[src/inc/vcu_pkg.sv]
// How it works
// - target sends its serial data on tx line
// - controller sends serial data on rx line
// - controller raises clear-to-send when it has room
// - target raises request-to-send when ready to receive
// - no data passes unless enable line high
// - four signal lines plus one enable line
// - default 115200 baud, 8 data, no parity, 1 stop
// - default: handshake lines neither paced nor obeyed
// - rate selectable 9600 to 921600, same both ends
// - each flow control line enabled independently
// - controller drops clear-to-send when its buffer is one short of full
// - controller stops sending while request-to-send low
// - target accepts one more character after dropping request
// - controller ignores request line when not obeying it
`default_nettype none
package vcu_pkg;
    // clock and bit rates
    localparam int CLK_HZ = 125_000_000;
    localparam int BAUD_DEFAULT = 115_200;
    localparam int BAUD_MIN = 9_600;
    localparam int BAUD_MAX = 921_600;
    localparam int DIV_W = 16;
    localparam logic [DIV_W-1:0] DIV_DEFAULT = DIV_W'(CLK_HZ / BAUD_DEFAULT);
    localparam logic [DIV_W-1:0] DIV_MIN = DIV_W'(CLK_HZ / BAUD_MAX);
    localparam logic [DIV_W-1:0] DIV_MAX = DIV_W'(CLK_HZ / BAUD_MIN);
    localparam logic [DIV_W-1:0] DIV_ONE = 16'h0001;
    // character framing and buffering
    localparam int DATA_BITS = 8;
    localparam logic [2:0] LAST_BIT = 3'h7;
    localparam int FIFO_DEPTH = 8;
    localparam int LVL_W = 4;
    localparam logic [LVL_W-1:0] LVL_CTS_LIMIT = 4'h7;
    localparam logic [1:0] RX_SLOTS = 2'h2;
    // register byte offsets
    localparam logic [7:0] ADDR_CTRL = 8'h00;
    localparam logic [7:0] ADDR_BAUD = 8'h04;
    localparam logic [7:0] ADDR_TXDATA = 8'h08;
    localparam logic [7:0] ADDR_RXDATA = 8'h0c;
    localparam logic [7:0] ADDR_STATUS = 8'h10;
    // control bits
    localparam int CTRL_EN = 0;
    localparam int CTRL_RTS_FC = 1;
    localparam int CTRL_CTS_FC = 2;
    // status bits
    localparam int ST_RX_AVAIL = 0;
    localparam int ST_TX_FULL = 1;
    localparam int ST_TX_BUSY = 2;
    localparam int ST_OVERRUN = 3;
    localparam int ST_FRAME_ERR = 4;
    localparam int ST_CTS = 5;
    localparam int RXD_VALID = 8;
    // bus encodings
    localparam logic OKAY = 1'b0;
    localparam logic [31:0] RD_ZERO = 32'h0000_0000;
    typedef enum logic [1:0] {VCU_TX_IDLE, VCU_TX_START, VCU_TX_DATA, VCU_TX_STOP} vcu_tx_st_t;
    typedef enum logic [1:0] {VCU_RX_IDLE, VCU_RX_START, VCU_RX_DATA, VCU_RX_STOP} vcu_rx_st_t;
endpackage : vcu_pkg
`default_nettype wire

[src/inc/vcu_link_if.sv]
`timescale 1ns/1ps
`default_nettype none
interface vcu_link_if;
    logic vport_tx_line;
    logic vport_rx_line;
    logic vport_request_to_send;
    logic vport_clear_to_send;
    logic vport_enable_line;
    modport target (output vport_tx_line, output vport_request_to_send,
        output vport_enable_line, input vport_rx_line, input vport_clear_to_send);
    modport board (input vport_tx_line, input vport_request_to_send,
        input vport_enable_line, output vport_rx_line, output vport_clear_to_send);
endinterface : vcu_link_if
`default_nettype wire

[src/hdl/vcu_fifo.sv]
`timescale 1ns/1ps
`default_nettype none
module vcu_fifo #(
    parameter int W = 8,
    parameter int DEPTH = 8
) (
    input wire logic i_ref_clk,
    input wire logic i_rst_n,
    input wire logic [W-1:0] i_in_data,
    input wire logic i_in_valid,
    output logic o_in_ready,
    output logic [W-1:0] o_out_data,
    output logic o_out_valid,
    input wire logic i_out_ready,
    output logic [$clog2(DEPTH+1)-1:0] o_level
);
    localparam int PW = $clog2(DEPTH);
    localparam int CW = $clog2(DEPTH+1);
    typedef struct packed {
        logic [DEPTH-1:0][W-1:0] mem;
        logic [PW-1:0] wptr;
        logic [PW-1:0] rptr;
        logic [CW-1:0] count;
    } vcu_fifo_st_t;
    vcu_fifo_st_t s_r, s_nxt;
    logic push, pop;

    // handshakes straight from the fill count
    assign o_in_ready = (s_r.count != CW'(DEPTH));
    assign o_out_valid = (s_r.count != '0);
    assign o_out_data = s_r.mem[s_r.rptr];
    assign o_level = s_r.count;
    assign push = i_in_valid & o_in_ready;
    assign pop = i_out_ready & o_out_valid;

    // pointer and count update
    always_comb begin
        s_nxt = s_r;
        if (push) begin
            s_nxt.mem[s_r.wptr] = i_in_data;
            s_nxt.wptr = (s_r.wptr == PW'(DEPTH-1)) ? '0 : PW'(s_r.wptr + 1'b1);
        end
        if (pop) begin
            s_nxt.rptr = (s_r.rptr == PW'(DEPTH-1)) ? '0 : PW'(s_r.rptr + 1'b1);
        end
        if (push && !pop) begin
            s_nxt.count = CW'(s_r.count + 1'b1);
        end else if (pop && !push) begin
            s_nxt.count = CW'(s_r.count - 1'b1);
        end
    end

    always_ff @(posedge i_ref_clk) begin
        if (!i_rst_n) begin
            s_r <= '0;
        end else begin
            s_r <= s_nxt;
        end
    end
endmodule : vcu_fifo
`default_nettype wire

[src/hdl/vcu_target.sv]
// The AHB-Lite slave port and the address map were left to the implementer.
`timescale 1ns/1ps
`default_nettype none
module vcu_target (
    input wire logic i_ref_clk,
    input wire logic i_rst_n,
    input wire logic i_hsel,
    input wire logic [31:0] i_haddr,
    input wire logic [1:0] i_htrans,
    input wire logic i_hwrite,
    input wire logic [2:0] i_hsize,
    input wire logic [31:0] i_hwdata,
    input wire logic i_hready,
    output logic [31:0] o_hrdata,
    output logic o_hreadyout,
    output logic o_hresp,
    vcu_link_if.target link
);
    typedef struct packed {
        logic en;
        logic rts_fc;
        logic cts_fc;
        logic [vcu_pkg::DIV_W-1:0] div;
        logic dph_wr;
        logic [7:0] dph_addr;
        logic [31:0] hrdata;
        vcu_pkg::vcu_tx_st_t tst;
        logic [vcu_pkg::DIV_W-1:0] tcnt;
        logic [2:0] tbit;
        logic [7:0] tsh;
        logic txd;
        vcu_pkg::vcu_rx_st_t rst;
        logic [vcu_pkg::DIV_W-1:0] rcnt;
        logic [2:0] rbit;
        logic [7:0] rsh;
        logic [1:0][7:0] rbuf;
        logic [1:0] rcount;
        logic ovr;
        logic ferr;
    } vcu_tgt_st_t;
    vcu_tgt_st_t s_r, s_nxt;

    logic acc, stall, is_tx_wr;
    logic tx_in_ready, tx_out_valid, tx_out_ready;
    logic [7:0] tx_out_data;
    logic [31:0] rd_mux;
    logic [vcu_pkg::DIV_W-1:0] wdiv;
    logic rxd, cts;

    assign rxd = link.vport_rx_line;
    assign cts = link.vport_clear_to_send;

    // transmit buffer between the bus and the serializer
    vcu_fifo #(
        .W(8),
        .DEPTH(vcu_pkg::FIFO_DEPTH)
    ) u_tx_fifo (
        .i_ref_clk(i_ref_clk),
        .i_rst_n(i_rst_n),
        .i_in_data(i_hwdata[7:0]),
        .i_in_valid(is_tx_wr),
        .o_in_ready(tx_in_ready),
        .o_out_data(tx_out_data),
        .o_out_valid(tx_out_valid),
        .i_out_ready(tx_out_ready),
        .o_level()
    );

    // bus handshake: a full buffer stretches the write data phase
    assign is_tx_wr = s_r.dph_wr & (s_r.dph_addr == vcu_pkg::ADDR_TXDATA);
    assign stall = is_tx_wr & ~tx_in_ready;
    assign acc = i_hsel & i_htrans[1] & i_hready;
    assign o_hreadyout = ~stall;
    assign o_hresp = vcu_pkg::OKAY;
    assign o_hrdata = s_r.hrdata;

    // link outputs
    assign link.vport_tx_line = s_r.txd;
    assign link.vport_enable_line = s_r.en;
    // ready while the two-slot buffer is empty, so one late char fits
    assign link.vport_request_to_send = s_r.rts_fc ? (s_r.en & (s_r.rcount == '0)) : 1'b1;

    // requested divisor kept inside the legal rate range
    always_comb begin
        wdiv = i_hwdata[vcu_pkg::DIV_W-1:0];
        if (wdiv < vcu_pkg::DIV_MIN) begin
            wdiv = vcu_pkg::DIV_MIN;
        end else if (wdiv > vcu_pkg::DIV_MAX) begin
            wdiv = vcu_pkg::DIV_MAX;
        end
    end

    // register read view
    always_comb begin
        rd_mux = vcu_pkg::RD_ZERO;
        unique case (i_haddr[7:0])
            vcu_pkg::ADDR_CTRL: begin
                rd_mux[vcu_pkg::CTRL_EN] = s_r.en;
                rd_mux[vcu_pkg::CTRL_RTS_FC] = s_r.rts_fc;
                rd_mux[vcu_pkg::CTRL_CTS_FC] = s_r.cts_fc;
            end
            vcu_pkg::ADDR_BAUD: rd_mux[vcu_pkg::DIV_W-1:0] = s_r.div;
            vcu_pkg::ADDR_RXDATA: begin
                rd_mux[7:0] = s_r.rbuf[0];
                rd_mux[vcu_pkg::RXD_VALID] = (s_r.rcount != '0);
            end
            vcu_pkg::ADDR_STATUS: begin
                rd_mux[vcu_pkg::ST_RX_AVAIL] = (s_r.rcount != '0);
                rd_mux[vcu_pkg::ST_TX_FULL] = ~tx_in_ready;
                rd_mux[vcu_pkg::ST_TX_BUSY] = (s_r.tst != vcu_pkg::VCU_TX_IDLE) | tx_out_valid;
                rd_mux[vcu_pkg::ST_OVERRUN] = s_r.ovr;
                rd_mux[vcu_pkg::ST_FRAME_ERR] = s_r.ferr;
                rd_mux[vcu_pkg::ST_CTS] = cts;
            end
            default: rd_mux = vcu_pkg::RD_ZERO;
        endcase
    end

    // next state: bus side first, then the serial engines so sets win
    always_comb begin
        s_nxt = s_r;
        tx_out_ready = 1'b0;
        // register writes in the data phase
        if (s_r.dph_wr && !stall) begin
            unique case (s_r.dph_addr)
                vcu_pkg::ADDR_CTRL: begin
                    s_nxt.en = i_hwdata[vcu_pkg::CTRL_EN];
                    s_nxt.rts_fc = i_hwdata[vcu_pkg::CTRL_RTS_FC];
                    s_nxt.cts_fc = i_hwdata[vcu_pkg::CTRL_CTS_FC];
                end
                vcu_pkg::ADDR_BAUD: s_nxt.div = wdiv;
                vcu_pkg::ADDR_STATUS: begin
                    if (i_hwdata[vcu_pkg::ST_OVERRUN]) s_nxt.ovr = 1'b0;
                    if (i_hwdata[vcu_pkg::ST_FRAME_ERR]) s_nxt.ferr = 1'b0;
                end
                default: s_nxt.dph_wr = 1'b0;
            endcase
        end
        // address phase capture; reads answer in the next cycle
        if (!stall) begin
            s_nxt.dph_wr = acc & i_hwrite;
            s_nxt.dph_addr = i_haddr[7:0];
        end
        if (acc && !i_hwrite) begin
            s_nxt.hrdata = rd_mux;
            if (i_haddr[7:0] == vcu_pkg::ADDR_RXDATA && s_r.rcount != '0) begin
                s_nxt.rbuf[0] = s_r.rbuf[1];
                s_nxt.rcount = s_r.rcount - 2'h1;
            end
        end

        // serializer
        unique case (s_r.tst)
            vcu_pkg::VCU_TX_IDLE: begin
                // never start without enable, or while the far end is full if clear-to-send is obeyed
                if (s_r.en && tx_out_valid && (!s_r.cts_fc || cts)) begin
                    tx_out_ready = 1'b1;
                    s_nxt.tsh = tx_out_data;
                    s_nxt.txd = 1'b0;
                    s_nxt.tcnt = s_r.div - vcu_pkg::DIV_ONE;
                    s_nxt.tst = vcu_pkg::VCU_TX_START;
                end
            end
            vcu_pkg::VCU_TX_START: begin
                s_nxt.tcnt = s_r.tcnt - vcu_pkg::DIV_ONE;
                if (s_r.tcnt == '0) begin
                    s_nxt.txd = s_r.tsh[0];
                    s_nxt.tbit = '0;
                    s_nxt.tcnt = s_r.div - vcu_pkg::DIV_ONE;
                    s_nxt.tst = vcu_pkg::VCU_TX_DATA;
                end
            end
            vcu_pkg::VCU_TX_DATA: begin
                s_nxt.tcnt = s_r.tcnt - vcu_pkg::DIV_ONE;
                if (s_r.tcnt == '0) begin
                    s_nxt.tcnt = s_r.div - vcu_pkg::DIV_ONE;
                    if (s_r.tbit == vcu_pkg::LAST_BIT) begin
                        s_nxt.txd = 1'b1;
                        s_nxt.tst = vcu_pkg::VCU_TX_STOP;
                    end else begin
                        s_nxt.tsh = {1'b0, s_r.tsh[7:1]};
                        s_nxt.txd = s_r.tsh[1];
                        s_nxt.tbit = s_r.tbit + 3'h1;
                    end
                end
            end
            vcu_pkg::VCU_TX_STOP: begin
                s_nxt.tcnt = s_r.tcnt - vcu_pkg::DIV_ONE;
                if (s_r.tcnt == '0) s_nxt.tst = vcu_pkg::VCU_TX_IDLE;
            end
        endcase

        // deserializer, sampling mid-bit
        unique case (s_r.rst)
            vcu_pkg::VCU_RX_IDLE: begin
                if (s_r.en && !rxd) begin
                    s_nxt.rcnt = {1'b0, s_r.div[vcu_pkg::DIV_W-1:1]};
                    s_nxt.rst = vcu_pkg::VCU_RX_START;
                end
            end
            vcu_pkg::VCU_RX_START: begin
                s_nxt.rcnt = s_r.rcnt - vcu_pkg::DIV_ONE;
                if (s_r.rcnt == '0) begin
                    s_nxt.rcnt = s_r.div - vcu_pkg::DIV_ONE;
                    s_nxt.rbit = '0;
                    s_nxt.rst = rxd ? vcu_pkg::VCU_RX_IDLE : vcu_pkg::VCU_RX_DATA;
                end
            end
            vcu_pkg::VCU_RX_DATA: begin
                s_nxt.rcnt = s_r.rcnt - vcu_pkg::DIV_ONE;
                if (s_r.rcnt == '0) begin
                    s_nxt.rcnt = s_r.div - vcu_pkg::DIV_ONE;
                    s_nxt.rsh = {rxd, s_r.rsh[7:1]};
                    s_nxt.rbit = s_r.rbit + 3'h1;
                    if (s_r.rbit == vcu_pkg::LAST_BIT) s_nxt.rst = vcu_pkg::VCU_RX_STOP;
                end
            end
            vcu_pkg::VCU_RX_STOP: begin
                s_nxt.rcnt = s_r.rcnt - vcu_pkg::DIV_ONE;
                if (s_r.rcnt == '0) begin
                    s_nxt.rst = vcu_pkg::VCU_RX_IDLE;
                    if (!rxd) begin
                        s_nxt.ferr = 1'b1;
                    end else if (s_nxt.rcount == vcu_pkg::RX_SLOTS) begin
                        s_nxt.ovr = 1'b1;
                    end else begin
                        // late character after request dropped still lands
                        s_nxt.rbuf[s_nxt.rcount[0]] = s_r.rsh;
                        s_nxt.rcount = s_nxt.rcount + 2'h1;
                    end
                end
            end
        endcase
    end

    always_ff @(posedge i_ref_clk) begin
        if (!i_rst_n) begin
            s_r <= '0;
            s_r.txd <= 1'b1;
            s_r.div <= vcu_pkg::DIV_DEFAULT;
        end else begin
            s_r <= s_nxt;
        end
    end
endmodule : vcu_target
`default_nettype wire

[src/flat_wrapper.sv]
// flat-port wrapper written by rule: the top's interface ports become plain ports
module vcu_target_flat 
  (i_ref_clk, i_rst_n, i_hsel, i_haddr, i_htrans, i_hwrite, i_hsize, i_hwdata, i_hready, o_hrdata, o_hreadyout, o_hresp, link_vport_tx_line, link_vport_request_to_send, link_vport_enable_line, link_vport_rx_line, link_vport_clear_to_send);
  vcu_link_if link_i ();
  input wire logic i_ref_clk;
  input wire logic i_rst_n;
  input wire logic i_hsel;
  input wire logic [31:0] i_haddr;
  input wire logic [1:0] i_htrans;
  input wire logic i_hwrite;
  input wire logic [2:0] i_hsize;
  input wire logic [31:0] i_hwdata;
  input wire logic i_hready;
  output logic [31:0] o_hrdata;
  output logic o_hreadyout;
  output logic o_hresp;
  output wire logic [$bits(link_i.vport_tx_line)-1:0] link_vport_tx_line;
  output wire logic [$bits(link_i.vport_request_to_send)-1:0] link_vport_request_to_send;
  output wire logic [$bits(link_i.vport_enable_line)-1:0] link_vport_enable_line;
  input wire logic [$bits(link_i.vport_rx_line)-1:0] link_vport_rx_line;
  input wire logic [$bits(link_i.vport_clear_to_send)-1:0] link_vport_clear_to_send;
  assign link_vport_tx_line = link_i.vport_tx_line;
  assign link_vport_request_to_send = link_i.vport_request_to_send;
  assign link_vport_enable_line = link_i.vport_enable_line;
  assign link_i.vport_rx_line = link_vport_rx_line;
  assign link_i.vport_clear_to_send = link_vport_clear_to_send;
  vcu_target u_core (.i_ref_clk(i_ref_clk), .i_rst_n(i_rst_n), .i_hsel(i_hsel), .i_haddr(i_haddr), .i_htrans(i_htrans), .i_hwrite(i_hwrite), .i_hsize(i_hsize), .i_hwdata(i_hwdata), .i_hready(i_hready), .o_hrdata(o_hrdata), .o_hreadyout(o_hreadyout), .o_hresp(o_hresp), .link(link_i));
endmodule
[config.mk]
export PLATFORM = sky130hd
export DESIGN_NAME = vcu_target_flat
export DESIGN_NICKNAME = d
export VERILOG_FILES = /design/src/inc/vcu_pkg.sv /design/src/inc/vcu_link_if.sv /design/src/hdl/vcu_fifo.sv /design/src/hdl/vcu_target.sv /design/src/flat_wrapper.sv
export SDC_FILE = /design/constraint.sdc
export NUM_CORES = 1
export LEC_CHECK = 0
export ABC_CLOCK_PERIOD_IN_PS = 7400
export BUFFER_PORTS_ARGS = -buffer_cell sky130_fd_sc_hd__clkbuf_2
export CORE_MARGIN = 4
export CORE_UTILIZATION = 64
export DETAILED_ROUTE_END_ITERATION = 16
export PLACE_DENSITY = 0.95
export SYNTH_ARGS = -nofsm -noshare
export SYNTH_HDL_FRONTEND = slang
export SYNTH_SLANG_ARGS = --single-unit
export TNS_END_PERCENT = 10
[constraint.sdc]
create_clock -name i_ref_clk -period 7.4 [get_ports i_ref_clk]
set_clock_uncertainty 0.1 [all_clocks]
set_input_delay 2.22 -clock i_ref_clk [delete_from_list [all_inputs] [get_ports i_ref_clk]]
set_output_delay 2.22 -clock i_ref_clk [all_outputs]
set_load 0.01 [all_outputs]
---- Yosys cells after proc, flatten, opt, wreduce, memory -nomap -nowiden ----
Cells that the tools add are included.
storage, ports and cells
  register bits ........................... 197
  input port bits ......................... 76
  output and inout bits ................... 37
  word-level logic and storage cells ...... 194
operators by class
  add/sub/neg operators ................... 11
  $lt $le $gt $ge ......................... 7
  equality and inequality tests ........... 31
  multiplexer cells ....................... 57
  bitwise gates (word level) .............. 12
  reductions and logical operators ........ 44
operators by type and width
  kind                                                                               number
  18-bit one-hot mux with 4 select lines                                             2
  64-bit bitwise mux                                                                 1
  16-bit by 1-bit subtractor with 16-bit output, second input constant               3
  21-bit 2-to-1 mux                                                                  2
  18-bit 2-to-1 mux                                                                  2
  16-bit zero test                                                                   2
  16-bit 2-to-1 mux                                                                  2
  10-bit 2-to-1 mux                                                                  3
  30-bit 2-to-1 mux                                                                  1
  29-bit 2-to-1 mux                                                                  1
  8-bit binary-select mux with 3-bit select                                          1
  8-bit demux with 3-bit select                                                      1
  12-bit 2-to-1 mux                                                                  2
  8-bit 2-to-1 mux                                                                   3
  11-bit 2-to-1 mux                                                                  2
  2-bit by 1-bit != test with 1-bit output, second input constant                    10
  9-bit 2-to-1 mux                                                                   2
  3-bit one-hot mux with 2 select lines                                              3
  16-bit bitwise mux                                                                 1
  8-bit by 3-bit == test with 1-bit output, second input constant                    2
  8-bit by 4-bit == test with 1-bit output, second input constant                    2
  8-bit by 5-bit == test with 1-bit output, second input constant                    2
  16-bit by 14-bit greater-than comparator with 1-bit output, second input constant  1
  8-bit zero test                                                                    2
  other kinds (40)                                                                   109

---- Longest topological paths before layout ----
Gate-level depths: netlist of run 1.
  depth after elaboration ................. 13
  mapped depth ............................ 11
  gate-level depth less buffers ........... 11

---- Cells and area by module ----
From an unflattened synthesis of run 1, not the netlist that was laid out.
unflattened totals
  cell total of the unflattened synthesis .. 1160
  area, all modules ....................... 10344.9 um^2
by module, submodules not included
  module      instances  cells an instance  area each (um^2)  sequential area each (um^2)
  vcu_target  1          842                6722.7            2462.4
  vcu_fifo    1          318                3622.2            1481.4

---- Least setup slack after synthesis of run 1 ----
Ideal clock, no wire load.
  kind .................................... input to register
  start point ............................. input port i_htrans[1]
  end point ............................... register u_core.s_r[10] in the netlist's numbering
  library setup time ...................... 0.073 ns
  data arrival time ....................... 4.078 ns
  required time ........................... 7.227 ns
  setup slack ............................. 3.150 ns
  stages on the path ...................... 8
  buffers on the path ..................... 2
  cells stage by stage .................... and4b_1 > nand4b_1 > buf_1 > mux2i_1 > ha_1 > nand3b_1 > clkbuf_1 > mux2i_1
between the ends
  word-level cells in the longest chain between the ends .. 13
  elaborated cells on any way between the ends .. 15
  those cells by class .................... 2 x order compare; 1 x eq/ne; 8 x mux; 2 x bitwise; 2 x reduce/logical
RTL lines
  what                                                                                                                RTL line           RTL
  start: declaration                                                                                                  flat_wrapper.sv:9  input wire logic [1:0] i_htrans;
  1-bit AND * (2 in a row)                                                                                            vcu_target.sv:72   assign acc = i_hsel & i_htrans[1] & i_hready;
  1-bit logical AND *                                                                                                 vcu_target.sv:144  if (acc && !i_hwrite) begin
  10-bit 2-to-1 mux *                                                                                                 vcu_target.sv:144
  1-bit by 2-bit less-than comparator with 1-bit output (implied by the code) or 1-bit >= comparator (tied branches)  vcu_target.sv:228  s_nxt.rbuf[s_nxt.rcount[0]] = s_r.rsh;
  1-bit logical AND (implied by the code)                                                                             vcu_target.sv:228
  8-bit 2-to-1 mux (implied by the code)                                                                              vcu_target.sv:228
  8-bit demux with 1-bit select                                                                                       n/a
  16-bit bitwise mux                                                                                                  vcu_target.sv:228
  10-bit 2-to-1 mux                                                                                                   vcu_target.sv:224  end else if (s_nxt.rcount == vcu_pkg::RX_SLOTS) begin
  11-bit 2-to-1 mux                                                                                                   vcu_target.sv:222  if (!rxd) begin
  12-bit 2-to-1 mux                                                                                                   vcu_target.sv:220  if (s_r.rcnt == '0) begin
  12-bit 2-to-1 mux *                                                                                                 vcu_target.sv:194  unique case (s_r.rst)
  end signal: assignment                                                                                              vcu_target.sv:242  s_r <= s_nxt;
  end: declaration                                                                                                    vcu_target.sv:41   vcu_tgt_st_t s_r, s_nxt;
Every way passes the cells marked *; elsewhere a longest branch is shown, timed or not.
A chain may end at the register's enable or synchronous reset.

---- Final worst setup path of run 1 ----
  start point ............................. input port i_hwrite
  end point ............................... register u_core.s_r[10] in the netlist's numbering
between the ends
  word-level cells in the longest chain between the ends .. 12
  elaborated cells on any way between the ends .. 14
  those cells by class .................... 2 x order compare; 1 x eq/ne; 8 x mux; 3 x reduce/logical
RTL lines
  what                                                                                                                RTL line            RTL
  start: declaration                                                                                                  flat_wrapper.sv:10  input wire logic i_hwrite;
  1-bit zero test *                                                                                                   vcu_target.sv:144
  1-bit logical AND *                                                                                                 vcu_target.sv:144
  10-bit 2-to-1 mux *                                                                                                 vcu_target.sv:144
  1-bit by 2-bit less-than comparator with 1-bit output (implied by the code) or 1-bit >= comparator (tied branches)  vcu_target.sv:228
  1-bit logical AND (implied by the code)                                                                             vcu_target.sv:228
  8-bit 2-to-1 mux (implied by the code)                                                                              vcu_target.sv:228
  8-bit demux with 1-bit select                                                                                       n/a
  16-bit bitwise mux                                                                                                  vcu_target.sv:228
  10-bit 2-to-1 mux                                                                                                   vcu_target.sv:224
  11-bit 2-to-1 mux                                                                                                   vcu_target.sv:222
  12-bit 2-to-1 mux                                                                                                   vcu_target.sv:220
  12-bit 2-to-1 mux *                                                                                                 vcu_target.sv:194
Marks and branches as above.

==> results of run 1 <==
[cell families (layout without fill, tap and decap cells)]
kind of cell,count (synthesis),after routing
xor gates and xnor gates,28,28
adders and majority gates,28,28
AOI/OAI and AO/OA,203,203
and+or+nand+nor,445,445
DFF,197,197
muxes,120,120
other,1,17
buffers and inverters,138,117
[state kept, by name (all words and copies together), names as in the netlist]
name and count:
u_core.link.vport_enable_line 1, u_core.link.vport_tx_line 1, u_core.o_hrdata 16, u_core.s_r 105, u_core.u_tx_fifo.o_level 4, u_core.u_tx_fifo.s_r 70
[worst paths after layout]
kind | startpoint | endpoint | slack (ns) | cells past startpoint
setup / recovery | i_hwrite | u_core.s_r[10]$_SDFF_PN0_ | 2.41 | 7
hold / removal | u_core.o_hrdata[14]$_SDFFE_PN0N_ | u_core.o_hrdata[14]$_SDFFE_PN0N_ | 0.36 | 2
setup reg to reg | u_core.u_tx_fifo.o_level[0]$_SDFFE_PN0P_ | u_core.u_tx_fifo.o_level[3]$_SDFFE_PN0P_ | 3.94 | 11
hold reg to reg | u_core.o_hrdata[14]$_SDFFE_PN0N_ | u_core.o_hrdata[14]$_SDFFE_PN0N_ | 0.36 | 2
[final cells by class]
class / count / area share (%)
well taps: 211 / 2.42
clock inverters: 12 / 0.976
repair buffers: 59 / 2.89
inverters: 26 / 0.907
flip-flops and latches: 197 / 36.2
clock buffers: 20 / 4.19
multi-input cells: 841 / 52.4
[routing by layer]
| metal | share of wire [%] | routed length, um |
|---|---|---|
| met2 | 48 | 13000 |
| met1 | 39 | 10500 |
| met5 | 0.051 | 14 |
| met3 | 9.7 | 2650 |
| met4 | 4.0 | 1080 |
[synth_stat cells (5+ instances only)]
cell type,count,area (um2)
sky130_fd_sc_hd__o2bb2ai_1,8,70.1
sky130_fd_sc_hd__nand4_1,12,75.1
sky130_fd_sc_hd__a32o_1,12,120
sky130_fd_sc_hd__nor2b_1,5,31.3
sky130_fd_sc_hd__buf_1,5,18.8
sky130_fd_sc_hd__clkbuf_1,65,244
sky130_fd_sc_hd__buf_4,33,248
sky130_fd_sc_hd__ha_1,27,338
sky130_fd_sc_hd__o21ai_0,32,160
sky130_fd_sc_hd__and3_1,21,131
sky130_fd_sc_hd__dfxtp_1,197,3940
sky130_fd_sc_hd__nand4b_1,7,61.3
sky130_fd_sc_hd__nand3_1,35,175
sky130_fd_sc_hd__mux2_2,11,124
sky130_fd_sc_hd__o31ai_1,5,37.5
sky130_fd_sc_hd__a21oi_1,60,300
sky130_fd_sc_hd__or3_1,12,75.1
sky130_fd_sc_hd__nor3_1,31,155
sky130_fd_sc_hd__nor4b_1,7,61.3
sky130_fd_sc_hd__a22o_1,8,70.1
sky130_fd_sc_hd__or2_2,6,37.5
sky130_fd_sc_hd__o211ai_1,8,60.1
sky130_fd_sc_hd__o22ai_1,9,56.3
sky130_fd_sc_hd__nor4_1,22,138
sky130_fd_sc_hd__xor2_1,6,52.6
sky130_fd_sc_hd__or4_1,14,105
sky130_fd_sc_hd__nor2_1,115,432
sky130_fd_sc_hd__xnor2_1,22,193
sky130_fd_sc_hd__o221ai_1,10,87.6
sky130_fd_sc_hd__nand2_1,133,499
sky130_fd_sc_hd__mux4_2,16,360
sky130_fd_sc_hd__mux2i_1,93,931
sky130_fd_sc_hd__inv_1,24,90.1
sky130_fd_sc_hd__buf_2,8,40.0
[per-stage QoR]
step | cell area (um2) | power [mW] | hold WS, ns | util [%]
after detailed placement | 10300 | 1.59 | 0.347 | 67.0
after global placement | 10300 | 1.57 | 0.341 | 67.0
after floorplan | 10300 | 1.50 | 0.332 | -
after global routing | 10900 | 2.59 | 0.370 | 70.6
after CTS | 10900 | 2.47 | 0.356 | 70.6
final | 10900 | 2.48 | 0.355 | 70.6
[worst max-delay path, cell delays in order]
cell and delay, ns:
sky130_fd_sc_hd__clkbuf_2 0.09, sky130_fd_sc_hd__and4b_1 0.55, sky130_fd_sc_hd__nand4b_1 0.67, sky130_fd_sc_hd__xnor2_1 0.63
sky130_fd_sc_hd__ha_1 0.28, sky130_fd_sc_hd__nand3b_1 0.48, sky130_fd_sc_hd__mux2i_1 0.30
[where the power goes]
group	leakage [nW]	internal (mW)	switching (mW)
sequential	1.59	1.09	0.0329
combinational	2.44	0.167	0.297
clock	0.281	0.461	0.439
total	4.31	1.71	0.769
==> results.txt, run 1 <==
----------------------------------------------------
[Outcome]
  Outcome ... finished, final reports clean

[Clocking]
  CTS Root Cell ... sky130_fd_sc_hd__clkbuf_16
  CTS tree ... built
  Clock H-tree levels ... 4
  Total clock buffers created by CTS ... 17
  Total of hold buffers inserted after clock tree synthesis ... 0
  Maximum buffer depth of the clock tree ... 2
  Clock Sinks ... between 150 and 200
  Clk pin slew, worst setup/hold paths ... about 0.07 ns
  Post-CTS sizing ... 0
  Insertion delay of the later-clocked pin in the worst-skew pair ... ~0.45 ns
  Post-CTS Setup Inserts ... 0

[Logic synthesis]
  Multiplexer share of the synthesized area ... between 10 and 15%
  Number of enable-type register cells in the synthesized netlist ... 0
  Most used DFF post-synth ... sky130_fd_sc_hd__dfxtp_1
  Post-synthesis adder-cell area fraction ... 3.50%
  Share of the synthesized area in compound gates (AO/OA/AOI/OAI) ... between 10 and 15%
  Yosys Warn Count ... 0
  Count of cell types in the netlist ... 79
  Flip-flop and latch count after synthesis ... between 150 and 200
  Proportion of synthesized chip area in sequential cells ... approximately 39%
  Cells after synthesis ... ~1.2k
  Xor/xnor share of the synthesized area ... under 10%
  Share of synthesized flip-flops with an asynchronous set or reset ... 0%
  Synthesized area ... just over 0.01 mm2
  Post-synthesis share of cell area spent on and, or, nand and nor gates ... between 20% and 30%
  Mean instance size in the synthesized netlist ... between 8 and 9 um2
  Largest family of logic cells by synthesized area ... simple AND/OR/NAND/NOR gates

[GRT]
  Global routing usage summed across all routing layers ... between 30% and 40%
  Pin count of the biggest net entering global routing ... 80
  Met3 global-route usage ... 5.70%
  Antenna violations before repair ... 1
  Total overflow reported by the global router ... 0
  First-pass GRT wire length ... roughly 45 mm
  Routing usage on met1 ... just under 40%
  GRT busiest layer ... met2
  Met2 layer usage reported by global route ... around half
  Via count of the first global-routing pass ... around 9k

[Die]
  Core region area ... between 0.015 and 0.02 mm2
  Number of top-level pins ... between 100 and 150
  Area of the die ... approximately 0.018 mm2
  Placement row count ... 45
  Height of the chip ... 134 um
  Starting utilization of the core area ... 66.3%
  Horizontal die dimension ... ~130 um

[Worst hold path]
  Class of the tightest hold or removal check ... reg2reg

[Layout]
  Most common cell after layout, fill and taps aside ... sky130_fd_sc_hd__dfxtp_1
  Number of nets at the end of the flow ... 1246
  Fraction of layout instances using a drive strength above 1 ... around an eighth
  Final Non-Filler Cells ... 1366
  Fill cell total of the finished layout ... roughly 1.0k
  Area growth from synthesis to layout ... 6.45%
  Area used by multi-input combinational logic ... approximately 0.0057 mm2
  Final antenna diode count ... 0
  Register area ... roughly 0.0039 mm2
  Most frequent cells in the layout ... sky130_fd_sc_hd__dfxtp_1, sky130_fd_sc_hd__nand2_1, sky130_fd_sc_hd__nor2_1

[Route]
  Post-detailed-routing wire length ... about 27 mm
  Routed via count divided by cell count ... 6.74
  Number of DRC markers after the initial detailed-route iteration ... 1266
  DRC ... 0
  Wire per inst ... 19.9 um
  Number of detailed-route iterations in the first pass ... 7
  DR vias ... ~9k
  Antenna Violating Nets Remaining ... 0

[Timing]
  Post-layout worst setup margin ... ~2.4 ns
  Unrepaired setup endpoints after global routing ... false
  Total setup violations reported at the end of the flow ... 0
  Minimum period implied by the final worst setup slack ... 4.99 ns
  Final Cycle Share ... about two thirds
  Total negative setup slack ... 0 ns
  Final count of pins violating max slew ... 0
  Fmax ... roughly 200 MHz
  Worst slew margin ... approximately a tenth
  Slew at the pin with the worst max-slew slack ... about 1.3 ns
  Endpoints failing hold ... 0

[Setup path]
  Req. time, crit path ... 7.65 ns
  Critical Path Start Type ... input pin
  Critical path capture point type ... flip-flop
  Maximum fanout encountered on the critical timing path ... 12
  Critical path class ... in2reg
  Worst endpoint data arrival time ... 5.23 ns

[Pwr]
  Leakage power figure ... about 4.3 nW
  Pwr Density ... ~230 mW/mm2
  Worst VDD drop ... around 0.19 mV

[Placement]
  Final GP Congestion ... approximately 0.95
  Total instance count after detailed placement ... about 1.3k
  Placed wire-length estimate ... between 15 and 20 mm
  Placement Setup Slack ... around 2.2 ns
  PortBufs ... 51

[Flow run]
  Max capacitance violation total ... 0

----------------------------------------------------
No activity file was read; power rests on OpenSTA's default activity.
==> run 2: changes to the inputs <==
Settings changed: ABC_AREA set to 1, ABC_CLOCK_PERIOD_IN_PS 7400 to 4200, CORE_UTILIZATION 64 to 54, PLACE_DENSITY 0.95 to 0.86.
Clock period 7.4 ns to 4.2 ns, I/O delays scaled along.
==> results.txt, run 2 <==
----------------------------------------------------
[Logic synthesis]
  Synthesized area ... 0.0107 mm2
  Area share of the largest cell type after synthesis ... a little under two fifths
  Cells after synthesis ... 1562
  List of most frequent post-synthesis cells ... sky130_fd_sc_hd__nand2_1, sky130_fd_sc_hd__nor2_1, sky130_fd_sc_hd__dfxtp_1, sky130_fd_sc_hd__a21oi_1, sky130_fd_sc_hd__o21ai_0
  Proportion of synthesized chip area in sequential cells ... 37.0%
  Share of synthesized flip-flops with an asynchronous set or reset ... 0%
  Mean instance size in the synthesized netlist ... ~6.8 um2
  Yosys Warn Count ... 0
  Largest cells by area after synthesis ... sky130_fd_sc_hd__dfxtp_1, sky130_fd_sc_hd__nand2_1, sky130_fd_sc_hd__a21oi_1, sky130_fd_sc_hd__o21ai_0, sky130_fd_sc_hd__nor2_1
  Most used DFF post-synth ... sky130_fd_sc_hd__dfxtp_1
  Most common cell in the synthesized netlist ... sky130_fd_sc_hd__nand2_1
  Number of enable-type register cells in the synthesized netlist ... 0
  Flip-flop and latch count after synthesis ... about 200
  Library cell occupying the most area in the post-synthesis netlist ... sky130_fd_sc_hd__dfxtp_1
  Count of cell types in the netlist ... just under 50

[Layout]
  Core utilization of the finished layout ... around 59%
  Flip-flop count of the largest register, all copies and words added ... around 110
  Fraction of layout instances using a drive strength above 1 ... between 9 and 10%
  Most common cell after layout, fill and taps aside ... sky130_fd_sc_hd__nand2_1
  Number of nets at the end of the flow ... roughly 1.7k
  Area growth from synthesis to layout ... 6.96%
  Most frequent cells in the layout ... sky130_fd_sc_hd__nand2_1, sky130_fd_sc_hd__nor2_1, sky130_fd_sc_hd__dfxtp_1
  Final instance area ... ~0.011 mm2
  Final antenna diode count ... 0
  Largest register by flop count ... u_core.s_r

[Setup path]
  Critical path class ... in2reg
  Maximum fanout encountered on the critical timing path ... 10
  FF-to-FF setup slack ... approximately 1.5 ns
  Req. time, crit path ... between 4 and 5 ns
  Critical Path Start Type ... input pin
  Worst endpoint data arrival time ... ~3.6 ns
  Critical path capture point type ... flip-flop

[Placement]
  Instance area at placement ... 0.0108 mm2
  PortBufs ... 51
  Final GP Congestion ... around 0.94
  Placement Setup Slack ... between 0.3 and 0.4 ns
  Placed wire-length estimate ... 18.3 mm

[Route]
  DR vias ... 10.1k
  Post-detailed-routing wire length ... roughly 26 mm
  Number of DRC markers after the initial detailed-route iteration ... roughly 670
  Number of detailed-route iterations in the first pass ... 5
  Wire per inst ... approximately 14 um
  Antenna Violating Nets Remaining ... 0
  DRC ... 0
  Routed via count divided by cell count ... between 5 and 6

[Timing]
  Total negative setup slack ... 0 ns
  Minimum period implied by the final worst setup slack ... ~3.4 ns
  Hold slack ... between 0.3 and 0.4 ns
  Final count of pins violating max slew ... 0
  Total setup violations reported at the end of the flow ... 0
  Post-layout worst setup margin ... 0.788 ns
  Final Cycle Share ... 81.2%
  Fmax ... just under 300 MHz
  Slew at the pin with the worst max-slew slack ... 1.19 ns
  Worst slew margin ... around 20%
  Endpoints failing hold ... 0
  Unrepaired setup endpoints after global routing ... false

[GRT]
  Met3 global-route usage ... between 4 and 5%
  Met2 layer usage reported by global route ... 41.5%
  Global routing usage summed across all routing layers ... about a quarter
  Antenna violations before repair ... 0
  Via count of the first global-routing pass ... ~9.5k
  First-pass GRT wire length ... about 45 mm
  Routing usage on met1 ... 30.3%
  Pin count of the biggest net entering global routing ... 88
  Total overflow reported by the global router ... 0
  GRT busiest layer ... met2

[Die]
  Core region area ... between 0.015 and 0.02 mm2
  Area of the die ... between 0.02 and 0.025 mm2
  Starting utilization of the core area ... between 50 and 60%
  Horizontal die dimension ... ~150 um
  Placement row count ... about 50
  Number of top-level pins ... ~110
  Height of the chip ... between 100 and 150 um

[Clocking]
  Clock Sinks ... a little under 200
  Clk pin slew, worst setup/hold paths ... 0.08 ns
  Clock H-tree levels ... 4
  Post-CTS sizing ... 0
  Insertion delay of the later-clocked pin in the worst-skew pair ... about 0.45 ns
  Total clock buffers created by CTS ... 17
  Post-CTS Setup Inserts ... 0
  CTS Root Cell ... sky130_fd_sc_hd__clkbuf_16
  Total of hold buffers inserted after clock tree synthesis ... 0
  Maximum buffer depth of the clock tree ... 2
  CTS tree ... built

[Pwr]
  Worst VDD drop ... between 0.3 and 0.4 mV
  Leakage power figure ... about 5.1 nW
  Pwr Density ... about 440 mW/mm2

[Worst hold path]
  Class of the tightest hold or removal check ... reg2reg

[Outcome]
  Outcome ... finished, final reports clean

[Flow run]
  Max capacitance violation total ... 0

----------------------------------------------------
[run 2: changes by cell type in the layout (fill, tap and decap cells not counted), sizes merged, moves of 17 or more]
cell,previous run,this run
xor2,6,23
nand2,133,305
nor4,25,1
a21oi,60,164
o21ai,34,169
nand3,35,99
mux2i,93,0
nor2,115,217
and3,21,1
xnor2,22,3
inv,32,169
[run 2: per-layer routing]
metal | part of all wire (%) | routed length, um
met1 | 42 | 11100
met2 | 48 | 12700
met3 | 6.3 | 1680
met4 | 3.5 | 926
met5 | 0 | 0
[run 2: layout make-up]
type,instances,area [um2]
clock inverter,13,158
tap,265,332
fill,1760,8050
timing repair buffer,58,310
clock buffer,19,453
multi-input combinational,1110,5560
sequential,197,3940
inverter,172,651
[run 2: cells by family (layout without fill, tap and decap cells)]
| group | count (synthesis) | after routing | synth area share, % |
|---|---|---|---|
| and+or+nand+nor | 656 | 656 | 26.7 |
| AOI/OAI and AO/OA | 383 | 383 | 19.3 |
| buffers and inverters | 271 | 262 | 11.4 |
| DFF | 197 | 197 | 37.0 |
| adders and majority gates | 28 | 28 | 3.35 |
| xor gates and xnor gates | 26 | 26 | 2.13 |
| other | 1 | 17 | 0.0352 |
[run 2: where the power goes]
part | total (mW) | internal (mW) | switching, mW | leakage [nW]
Clock | 1.69 | 0.881 | 0.807 | 0.300
Combinational | 1.20 | 0.395 | 0.810 | 3.21
Sequential | 2.08 | 1.98 | 0.103 | 1.59
Total | 4.97 | 3.25 | 1.72 | 5.11
[run 2: per-stage QoR]
| step | instances | power [mW] |
|---|---|---|
| 3_3_place_gp | 1802 | 3.25 |
| 5_1_grt | 1834 | 5.23 |
| 6_report | 1834 | 4.97 |
| 2_1_floorplan | 1578 | 3.06 |
| 4_1_cts | 1834 | 4.96 |
| 3_5_place_dp | 1802 | 3.29 |
[run 2: path summary, 6_finish.rpt]
check | start | to | cells after the start
max | i_haddr[5] | u_core.s_r[19]$_SDFFE_PN0P_ | 12
min | u_core.o_hrdata[4]$_SDFFE_PN0N_ | u_core.o_hrdata[4]$_SDFFE_PN0N_ | 2
max reg2reg | u_core.s_r[2]$_SDFF_PN0_ | u_core.s_r[19]$_SDFFE_PN0P_ | 11
min reg2reg | u_core.o_hrdata[4]$_SDFFE_PN0N_ | u_core.o_hrdata[4]$_SDFFE_PN0N_ | 2
[run 2: worst max-delay path, cell delays in order]
cell                       delay (ns)
sky130_fd_sc_hd__clkbuf_2        0.09
sky130_fd_sc_hd__nor2_1          0.16
sky130_fd_sc_hd__nand3_2         0.16
sky130_fd_sc_hd__nor2_8          0.20
sky130_fd_sc_hd__nand3_2         0.09
sky130_fd_sc_hd__o21ai_0         0.30
sky130_fd_sc_hd__inv_1           0.08
sky130_fd_sc_hd__ha_1            0.27
sky130_fd_sc_hd__nor4_4          0.47
sky130_fd_sc_hd__nand2_1         0.30
sky130_fd_sc_hd__nand2_1         0.14
sky130_fd_sc_hd__a21oi_1         0.07
